<file path="config.mk">
export PLATFORM = sky130hd
export DESIGN_NAME = flash_status_write_gate
export DESIGN_NICKNAME = d
export VERILOG_FILES = /design/src/hw/fsw_pkg.sv /design/src/hw/flash_status_write_gate.sv
export VERILOG_INCLUDE_DIRS = /design/src /design/src/hw
export SDC_FILE = /design/constraint.sdc
export NUM_CORES = 1
export LEC_CHECK = 0
export BUFFER_PORTS_ARGS = -buffer_cell sky130_fd_sc_hd__clkbuf_2
export CORE_MARGIN = 4
export CORE_UTILIZATION = 55
export DETAILED_ROUTE_END_ITERATION = 7
export PLACE_DENSITY = 0.82
export SYNTH_ARGS = -nofsm -noshare
export SYNTH_HDL_FRONTEND = slang
export SYNTH_SLANG_ARGS = --single-unit
</file>
<file path="constraint.sdc">
create_clock -name clk -period 7.16 [get_ports clk]
set_input_delay 0.716 -clock clk [delete_from_list [all_inputs] [get_ports clk]]
set_output_delay 0.716 -clock clk [all_outputs]
set_load 0.05 [all_outputs]
</file>
<file path="src/hw/fsw_params.svh">
// Purpose: constants of the flash status and write gate
// Assumes: opcodes are eight bits, addresses 24 bits
// Notes:   status field positions, opcodes, protection decode
`ifndef FSW_PARAMS_SVH
`define FSW_PARAMS_SVH

// ****************************************
// status word layout
// ****************************************
`define FSW_BIT_BUSY       0
`define FSW_BIT_WEL        1
`define FSW_BIT_BP_LO      2
`define FSW_BIT_BP_HI      5
`define FSW_BIT_QE         6
`define FSW_BIT_LOCK       7
`define FSW_STATUS_RESET   8'h00
`define FSW_NV_RESET       6'h00

// ****************************************
// latch-gated opcodes
// ****************************************
`define FSW_OP_PAGE_PROG   8'h02
`define FSW_OP_QPROG_A     8'h32
`define FSW_OP_QPROG_B     8'h38
`define FSW_OP_SECT_A      8'hd7
`define FSW_OP_SECT_B      8'h20
`define FSW_OP_HALF_BLK    8'h52
`define FSW_OP_BLK         8'hd8
`define FSW_OP_CHIP_A      8'hc7
`define FSW_OP_CHIP_B      8'h60
`define FSW_OP_STAT_WR     8'h01
`define FSW_OP_FUNC_WR     8'h42
`define FSW_OP_RDP_NV      8'h65
`define FSW_OP_ERDP_NV     8'h85
`define FSW_OP_IROW_ERASE  8'h64
`define FSW_OP_IROW_PROG   8'h62
`define FSW_OP_BOOT_WR     8'h15

// ****************************************
// protection decode
// ****************************************
`define FSW_BP_ALL_CODE    4'h9
`define FSW_BLK_MSB        23
`define FSW_BLK_LSB        16

`endif

</file>
<file path="src/hw/fsw_pkg.sv">
// Purpose: types shared by the flash status and write gate
// Assumes: constants come from fsw_params.svh
// Notes:   nothing is imported; users write fsw_pkg::name
package fsw_pkg;

  // ****************************************
  // operation sequencer, gray along idle-busy-suspended
  // ****************************************
  typedef enum logic [1:0] {
    FSW_IDLE = 2'b00,
    FSW_BUSY = 2'b01,
    FSW_SUSP = 2'b11
  } fsw_state_e;

  // operation target size handed to the array or register engine
  typedef enum logic [2:0] {
    FSW_SPAN_NONE   = 3'h0,
    FSW_SPAN_PAGE   = 3'h1,
    FSW_SPAN_SECTOR = 3'h2,
    FSW_SPAN_HALF   = 3'h3,
    FSW_SPAN_BLOCK  = 3'h4,
    FSW_SPAN_CHIP   = 3'h5,
    FSW_SPAN_REG    = 3'h6
  } fsw_span_e;

  // one decoded command from the serial front end
  typedef struct packed {
    logic        valid;
    logic [7:0]  opcode;
    logic [23:0] addr;
    logic [7:0]  data;
  } fsw_cmd_s;

  // command started toward the array or register engine
  typedef struct packed {
    logic        valid;
    logic [7:0]  opcode;
    logic [23:0] base;
    fsw_span_e   span;
  } fsw_exec_s;

endpackage : fsw_pkg

</file>
<file path="src/hw/flash_status_write_gate.sv">
// Purpose: status word and write-enable gating of a serial flash
// Assumes: cmd arrives fully decoded, one-cycle valid, synchronous to clk
// Notes:   array engine may end an operation early through opAbort
`timescale 1ns/100ps
`include "fsw_params.svh"

module flash_status_write_gate #(
  parameter logic [7:0]  LATCH_SET_OP    = 8'h06,
  parameter logic [7:0]  LATCH_CLR_OP    = 8'h04,
  parameter logic [7:0]  STAT_RD_OP      = 8'h05,
  parameter logic [7:0]  FUNC_RD_OP      = 8'h48,
  parameter logic [7:0]  EXT_RD_OP       = 8'h81,
  parameter logic [7:0]  VOL_RDP_OP      = 8'hc0,
  parameter logic [7:0]  VOL_ERDP_OP     = 8'h83,
  parameter logic [7:0]  SUSPEND_OP      = 8'h75,
  parameter logic [7:0]  RESUME_OP       = 8'h7a,
  parameter logic [7:0]  SW_RESET_OP     = 8'h99,
  parameter logic [23:0] PROG_CYCLES     = 24'd20,
  parameter logic [23:0] SECT_CYCLES     = 24'd40,
  parameter logic [23:0] BLOCK_CYCLES    = 24'd80,
  parameter logic [23:0] CHIP_CYCLES     = 24'd160,
  parameter logic [23:0] REG_CYCLES      = 24'd30
) (
  input  wire logic               clk,
  input  wire logic               resetn,
  input  wire fsw_pkg::fsw_cmd_s  cmd,
  input  wire logic               writeProtectN,
  input  wire logic               bottomSelect,
  input  wire logic               opAbort,
  output logic [7:0]              statusWord,
  output logic                    quadIoEnable,
  output logic                    statusReadValid,
  output logic [7:0]              statusReadData,
  output fsw_pkg::fsw_exec_s      exec,
  output logic                    cmdRefused
);

  // ****************************************
  // state
  // ****************************************
  fsw_pkg::fsw_state_e  opState_r;
  logic                 writeInProgress_r;
  logic                 writeEnableLatch_r;
  logic [3:0]           blockProtectCode_r;
  logic                 quadIoEnable_r;
  logic                 statusWriteLock_r;
  logic [23:0]          opTimer_r;
  logic                 opIsRegWrite_r;
  logic                 statusReadValid_r;
  logic [7:0]           statusReadData_r;
  fsw_pkg::fsw_exec_s   exec_r;
  logic                 cmdRefused_r;

  // ****************************************
  // decode
  // ****************************************
  logic                 isGated;
  logic                 isRegWrite;
  logic                 busyOk;
  logic                 addrProtected;
  logic                 statusLocked;
  logic                 chipBlocked;
  logic                 targetBlocked;
  logic                 startOp;
  logic                 opEnds;
  logic [23:0]          opLength;
  fsw_pkg::fsw_span_e   opSpan;
  logic [23:0]          opBase;
  logic [7:0]           blockIdx;
  logic [7:0]           protMask;
  logic                 cmdIdle;

  // opcodes refused unless the latch is set
  always_comb
  begin
    isGated    = 1'b0;
    isRegWrite = 1'b0;
    case (cmd.opcode)
      `FSW_OP_PAGE_PROG, `FSW_OP_QPROG_A, `FSW_OP_QPROG_B:
        isGated = 1'b1;
      `FSW_OP_SECT_A, `FSW_OP_SECT_B, `FSW_OP_HALF_BLK, `FSW_OP_BLK,
      `FSW_OP_CHIP_A, `FSW_OP_CHIP_B:
        isGated = 1'b1;
      `FSW_OP_STAT_WR, `FSW_OP_FUNC_WR, `FSW_OP_ERDP_NV:
      begin
        isGated    = 1'b1;
        isRegWrite = 1'b1;
      end
      `FSW_OP_RDP_NV, `FSW_OP_IROW_ERASE, `FSW_OP_IROW_PROG, `FSW_OP_BOOT_WR:
      begin
        isGated    = 1'b1;
        isRegWrite = (cmd.opcode != `FSW_OP_IROW_ERASE) &&
                     (cmd.opcode != `FSW_OP_IROW_PROG);
      end
      default:
        isGated = 1'b0;
    endcase
  end

  // commands that still pass while an operation runs
  assign busyOk = (cmd.opcode == STAT_RD_OP) || (cmd.opcode == FUNC_RD_OP) ||
                  (cmd.opcode == EXT_RD_OP) || (cmd.opcode == SW_RESET_OP) ||
                  ((cmd.opcode == SUSPEND_OP) && !opIsRegWrite_r);

  // length, span and aligned base of each operation
  always_comb
  begin
    opLength = REG_CYCLES;
    opSpan   = fsw_pkg::FSW_SPAN_REG;
    opBase   = cmd.addr;
    case (cmd.opcode)
      `FSW_OP_PAGE_PROG, `FSW_OP_QPROG_A, `FSW_OP_QPROG_B, `FSW_OP_IROW_PROG:
      begin
        opLength = PROG_CYCLES;
        opSpan   = fsw_pkg::FSW_SPAN_PAGE;
      end
      `FSW_OP_SECT_A, `FSW_OP_SECT_B, `FSW_OP_IROW_ERASE:
      begin
        opLength = SECT_CYCLES;
        opSpan   = fsw_pkg::FSW_SPAN_SECTOR;
        opBase   = {cmd.addr[23:12], 12'h000};
      end
      `FSW_OP_HALF_BLK:
      begin
        opLength = BLOCK_CYCLES;
        opSpan   = fsw_pkg::FSW_SPAN_HALF;
        opBase   = {cmd.addr[23:15], 15'h0000};
      end
      `FSW_OP_BLK:
      begin
        opLength = BLOCK_CYCLES;
        opSpan   = fsw_pkg::FSW_SPAN_BLOCK;
        opBase   = {cmd.addr[23:16], 16'h0000};
      end
      `FSW_OP_CHIP_A, `FSW_OP_CHIP_B:
      begin
        opLength = CHIP_CYCLES;
        opSpan   = fsw_pkg::FSW_SPAN_CHIP;
        opBase   = 24'h000000;
      end
      default:
      begin
        opLength = REG_CYCLES;
        opSpan   = fsw_pkg::FSW_SPAN_REG;
      end
    endcase
  end

  // ****************************************
  // protection decode
  // ****************************************
  // code n (1..8) protects 2^(n-1) 64K blocks at top or bottom; 9 and up all
  assign blockIdx = cmd.addr[`FSW_BLK_MSB:`FSW_BLK_LSB];

  genvar gb;
  generate
    for (gb = 0; gb < 8; gb++)
    begin : g_prot
      // bit gb of the block index must match the protected end when gb >= n-1
      assign protMask[gb] = ({1'b0, blockProtectCode_r} <= 5'(gb + 1)) ?
                            (blockIdx[gb] == !bottomSelect) : 1'b1;
    end
  endgenerate

  always_comb
  begin
    if (blockProtectCode_r == 4'h0)
      addrProtected = 1'b0;
    else if (blockProtectCode_r >= `FSW_BP_ALL_CODE)
      addrProtected = 1'b1;
    else
      addrProtected = &protMask;
  end

  assign chipBlocked   = (blockProtectCode_r != 4'h0);
  assign statusLocked  = statusWriteLock_r && !writeProtectN;
  assign targetBlocked = (opSpan == fsw_pkg::FSW_SPAN_CHIP) ? chipBlocked :
                         (opSpan == fsw_pkg::FSW_SPAN_REG) ?
                           ((cmd.opcode == `FSW_OP_STAT_WR) && statusLocked) :
                         addrProtected;

  assign cmdIdle = cmd.valid && (opState_r != fsw_pkg::FSW_BUSY);
  // a gated command starts only with the latch set and the target free
  // only from idle: a start while suspended would leave busy with no timer behind it
  assign startOp = cmd.valid && (opState_r == fsw_pkg::FSW_IDLE) && isGated &&
                   writeEnableLatch_r && !targetBlocked;
  assign opEnds  = (opState_r == fsw_pkg::FSW_BUSY) &&
                   ((opTimer_r == 24'h000001) || opAbort);

  // ****************************************
  // operation sequencer
  // ****************************************
  // suspend freezes the timer; resume picks it up where it stopped
  always_ff @(posedge clk)
  begin
    if (!resetn)
    begin
      opState_r      <= fsw_pkg::FSW_IDLE;
      opTimer_r      <= 24'h000000;
      opIsRegWrite_r <= 1'b0;
    end
    else if (cmd.valid && (cmd.opcode == SW_RESET_OP))
    begin
      opState_r <= fsw_pkg::FSW_IDLE;                     // reset may lose data
      opTimer_r <= 24'h000000;
    end
    else
    begin
      case (opState_r)
        fsw_pkg::FSW_IDLE:
          if (startOp)
          begin
            opState_r      <= fsw_pkg::FSW_BUSY;
            opTimer_r      <= (opLength == 24'h000000) ? 24'h000001 : opLength;
            opIsRegWrite_r <= isRegWrite;
          end
        fsw_pkg::FSW_BUSY:
          if (opEnds)
            opState_r <= fsw_pkg::FSW_IDLE;
          else if (cmd.valid && busyOk && (cmd.opcode == SUSPEND_OP))
            opState_r <= fsw_pkg::FSW_SUSP;
          else
            opTimer_r <= opTimer_r - 24'h000001;
        fsw_pkg::FSW_SUSP:
          if (cmd.valid && (cmd.opcode == RESUME_OP))
            opState_r <= fsw_pkg::FSW_BUSY;
        default:
          opState_r <= fsw_pkg::FSW_IDLE;
      endcase
    end
  end

  // busy flag follows the sequencer from start to end
  always_ff @(posedge clk)
  begin
    if (!resetn)
      writeInProgress_r <= 1'b0;
    else if (cmd.valid && (cmd.opcode == SW_RESET_OP))
      writeInProgress_r <= 1'b0;
    else if (startOp)
      writeInProgress_r <= 1'b1;
    else if (opEnds)
      writeInProgress_r <= 1'b0;
    else if ((opState_r == fsw_pkg::FSW_BUSY) && cmd.valid && busyOk &&
             (cmd.opcode == SUSPEND_OP))
      writeInProgress_r <= 1'b0;                          // ready while suspended
    else if ((opState_r == fsw_pkg::FSW_SUSP) && cmd.valid &&
             (cmd.opcode == RESUME_OP))
      writeInProgress_r <= 1'b1;
  end

  // ****************************************
  // write-enable latch
  // ****************************************
  // status write leaves the latch alone until its own operation finishes
  always_ff @(posedge clk)
  begin
    if (!resetn)
      writeEnableLatch_r <= 1'b0;
    else if (opEnds)
      writeEnableLatch_r <= 1'b0;
    else if (cmd.valid && (cmd.opcode == SW_RESET_OP))
      writeEnableLatch_r <= 1'b0;
    else if (cmdIdle && (cmd.opcode == LATCH_SET_OP))
      writeEnableLatch_r <= 1'b1;
    else if (cmdIdle && (cmd.opcode == LATCH_CLR_OP))
      writeEnableLatch_r <= 1'b0;
  end

  // ****************************************
  // non-volatile status bits
  // ****************************************
  // resetn stands for the factory state; a real part keeps these over power
  always_ff @(posedge clk)
  begin
    if (!resetn)
    begin
      blockProtectCode_r <= 4'h0;
      quadIoEnable_r     <= 1'b0;
      statusWriteLock_r  <= 1'b0;
    end
    else if (startOp && (cmd.opcode == `FSW_OP_STAT_WR))
    begin
      blockProtectCode_r <= cmd.data[`FSW_BIT_BP_HI:`FSW_BIT_BP_LO];
      quadIoEnable_r     <= cmd.data[`FSW_BIT_QE];
      statusWriteLock_r  <= cmd.data[`FSW_BIT_LOCK];
    end
  end

  // ****************************************
  // read answer and executed-command report
  // ****************************************
  // read answer carries the word as it stood when the opcode arrived
  always_ff @(posedge clk)
  begin
    if (!resetn)
    begin
      statusReadValid_r <= 1'b0;
      statusReadData_r  <= `FSW_STATUS_RESET;
    end
    else
    begin
      statusReadValid_r <= cmd.valid && (cmd.opcode == STAT_RD_OP);
      if (cmd.valid && (cmd.opcode == STAT_RD_OP))
        statusReadData_r <= statusWord;
    end
  end

  // started operations and volatile register writes go to the engines
  always_ff @(posedge clk)
  begin
    if (!resetn)
    begin
      exec_r       <= '0;
      cmdRefused_r <= 1'b0;
    end
    else
    begin
      exec_r.valid  <= startOp || (cmdIdle && ((cmd.opcode == VOL_RDP_OP) ||
                                             (cmd.opcode == VOL_ERDP_OP)));
      exec_r.opcode <= cmd.opcode;
      exec_r.base   <= opBase;
      exec_r.span   <= isGated ? opSpan : fsw_pkg::FSW_SPAN_NONE;
      cmdRefused_r  <= cmd.valid && (((opState_r == fsw_pkg::FSW_BUSY) && !busyOk) ||
                                     (isGated && !startOp));
    end
  end

  // ****************************************
  // outputs
  // ****************************************
  assign statusWord = {statusWriteLock_r, quadIoEnable_r, blockProtectCode_r,
                       writeEnableLatch_r, writeInProgress_r};
  assign quadIoEnable    = quadIoEnable_r;
  assign statusReadValid = statusReadValid_r;
  assign statusReadData  = statusReadData_r;
  assign exec            = exec_r;
  assign cmdRefused      = cmdRefused_r;

endmodule : flash_status_write_gate

</file>
==> run_results.csv <==
group,metric,value,unit
grt,grt_max_degree,29,
floorplanning,dieHeight,94.58,um
grt,grt_first_pass_wirelength,16950,um
finish,diodes,0,
finish,final_layout_size_suffix_gt1_share,24.46,%
synthesis,synth_xor_area_share,1.700,%
setup_path,path_class,"input pin to register",
setup_path,end_kind,"register",
synthesis,synth_area,4123,um2
floorplanning,fp-row-count,31,
cts,post_cts_resized,0,
grt,grt_overflow,0,
setup_path,critical_path.startpoint_type,"input pin",
setup_path,cp.depth,8,
synthesis,synth.distinct_cells,74,
cts,clock-root-buffer,"clkbuf_8",
routing,firstDrtPassIters,5,
min_path,hold_path.class,"register to register",
timing,fmax,282.3,MHz
cts,post-cts-setup-buffers,0,
synthesis,ys_top_cells_by_area,"dfxtp_1 39%, mux2i_1 3.9%, nor2_1 3.6%, nand2_1 3.4%, and2_1 2.9%",
floorplanning,dieArea,8945,um2
setup_path,cp.required,7.46,ns
setup_path,rr_startpoint,"blockProtectCode_r[1]",
power,p_clk_share,35.0,%
routing,vias_per_cell,6.045,
finish,mostFrequentLayoutCells,"98 x clkbuf_2, 81 x dfxtp_1, 40 x nor2_1",
finish,fillers,624,
cts,cts-htree-levels,3,
synthesis,synth_fp_nets,526,
floorplanning,ios,101,
grt,grtUsageTotal,23.66,%
setup_path,worst_path_most_repeated_cell,"nor4_1",
timing,rsz0062_at_grt,"no",
setup_path,critPathBufInv,2,
timing,setup_violations,0,
finish,area_growth,14.72,%
setup_path,reg2reg_depth,6,
synthesis,synth_compound_area_share,20.79,%
flow_run,drv_cap,0,
timing,max_slew_margin,28.91,%
power,power-per-cell-area,191.0,nW/um2
synthesis,synthMuxAreaShare,3.885,%
setup_path,critPathSlowestCell,"nor4_1",
timing,finClkSkew,0.01405,ns
setup_path,crit_arrival,3.85,ns
grt,antenna_found_initial,0,
setup_path,critPathTopFamily,"compound AO/OA/AOI/OAI gates",
timing,finalSetupTns,0,ns
synthesis,yosysSeqAreaShare,39.33,%
routing,wl,10420,um
cts,clock_sink_count,81,
power,leakage,0.002059,uW
placement,dpl.hpwl,7352,um
timing,fin_crit_sh,49.48,%
min_path,hp-start,"opTimer_r[13]",
power,peakVddDrop,114.6,uV
setup_path,cpPeakStageDelay,0.99,ns
setup_path,crit_fanout,24,
cts,clkTransAtPathRegs,0.09,ns
grt,grt_pass1_vias,3528,
floorplanning,core_area,7253,um2
placement,port_buffers,98,
timing,post-route-min-period,3.543,ns
synthesis,synth_top_family_by_area,"simple AND/OR/NAND/NOR gates",
cts,tritoncts,"yes",
floorplanning,initial_core_util,56.84,%
finish,nNetsFinal,599,
cts,cts_buffer_depth,2,
synthesis,yosys.area.top_type_share,39.33,%
synthesis,yosysWarnings,0,
power,swShare,30.40,%
cts,clk_latency,0.36,ns
synthesis,synth-edff-count,0,
synthesis,ys.flop_type,"dfxtp_1",
routing,antenna_left,0,
power,comb_power_share,13.6,%
power,p_seq_share,51.3,%
floorplanning,die_w,94.58,um
synthesis,ys_seq_elements,81,
synthesis,synth_area_leader_cell,"dfxtp_1",
timing,worst_pin_slew,1.057,ns
synthesis,netlist_instances,474,
routing,first_iter_violations,267,
power,intPower,628.8,uW
setup_path,path_cells,"clkbuf_2, inv_1, nor4_1, a31oi_1, a32o_1, o211a_1, nor4_1, a41o_1",
cts,cts_made_buffers,9,
routing,drc,0,
placement,gp_congestion,0.9010,
setup_path,cp-startpoint,"cmd[37]",
status,status,"finished clean",
power,power.switching,274.7,uW
power,power.total,903.5,uW
timing,slew_viol_final,0,
synthesis,async_reset_ff_share,0,%
min_path,hold_depth,2,
synthesis,synthAdderAreaFrac,1.821,%
finish,layout_commonest_cell,"clkbuf_2",
routing,routed-via-count,3935,
cts,cts_hold_buf,0,
timing,hold_violations,0,
synthesis,synth_area_per_cell,8.698,um2
routing,routedWlPerCell,16.01,um
synthesis,synthSimpleGateAreaFrac,26.40,%
## synth_stat cells, drive strengths merged (10+ instances only)
library cell	count
mux2i	16
o311ai	10
and2	20
nand3	17
clkbuf	19
nor4	10
dfxtp	81
nor3	13
o21ai	15
a21oi	17
buf	19
inv	11
and3	13
nor2	40
nand2	37
## kinds of logic (layout without fill, tap and decap cells)
group                    Yosys count  after routing
AND/OR/NAND/NOR                  200            200
AO/OA/AOI/OAI                    113            113
flip-flops                        81             81
buffers and inverters             50            128
multiplexers                      16             16
XOR/XNOR                           8              8
adder cells (fa/ha/maj)            6              6
## path summary, 6_finish.rpt
kind | to | slack, ns
worst min-delay path | opTimer_r[13] | 0.46
worst max register to register | opTimer_r[22] | 3.90
worst max-delay path | opTimer_r[22] | 3.62
worst min register to register | opTimer_r[13] | 0.46
## per-stage QoR
stage	instance area (um2)	cells	util [%]	setup WS, ns	hold WS [ns]
2_1_floorplan	4123	474	-	4.194	0.4291
3_3_place_gp	4547	635	62.69	3.325	0.4396
3_5_place_dp	4547	635	62.69	3.322	0.4431
4_1_cts	4730	651	65.21	3.693	0.4551
5_1_grt	4730	651	65.21	3.410	0.4998
6_report	4730	651	65.21	3.617	0.4563
## power by group through the flow
stage               logic (uW)  clock network, uW  registers (uW)
finish                     123                316             464
detailed placement         122                  0             475
global placement           120                  0             474
global route               132                338             465
CTS                        123                321             464
floorplan                 53.0                  0             512
## area by class of cell
| type | count | area [um2] | share of cell area, % |
|---|---|---|---|
| tap | 99 | 123.9 | 2.619 |
| inverter | 12 | 45.04 | 0.9524 |
| clock buffer | 9 | 123.9 | 2.619 |
| multi-input combinational | 343 | 2251 | 47.59 |
| clock inverter | 7 | 58.81 | 1.243 |
| sequential | 81 | 1622 | 34.29 |
| timing repair buffer | 100 | 505.5 | 10.69 |
## worst register-to-register path: stages (launching register included)
cell and delay [ns]:
dfxtp_1 0.43, or4_1 0.58, a41oi_2 0.25, o21ai_1 0.15, o211a_1 0.52, nor4_1 0.99, a41o_1 0.28
## sequential cells by signal (all words and copies together) (netlist names)
register,flops
writeInProgress_r,1
opState_r,2
statusWriteLock_r,1
writeEnableLatch_r,1
exec,36
cmdRefused,1
opIsRegWrite_r,1
statusReadData,8
opTimer_r,24
statusReadValid,1
blockProtectCode_r,4
quadIoEnable,1
## metal layers
layer  wire length, um  part of all wire, %  GRT usage [%]
met3               980                  9.4          4.303
met5                 0                    0              0
met1              4496                   43          31.95
met2              4814                   46          38.18
met4               131                  1.3          7.933
No activity file was read; power rests on OpenSTA's default activity.
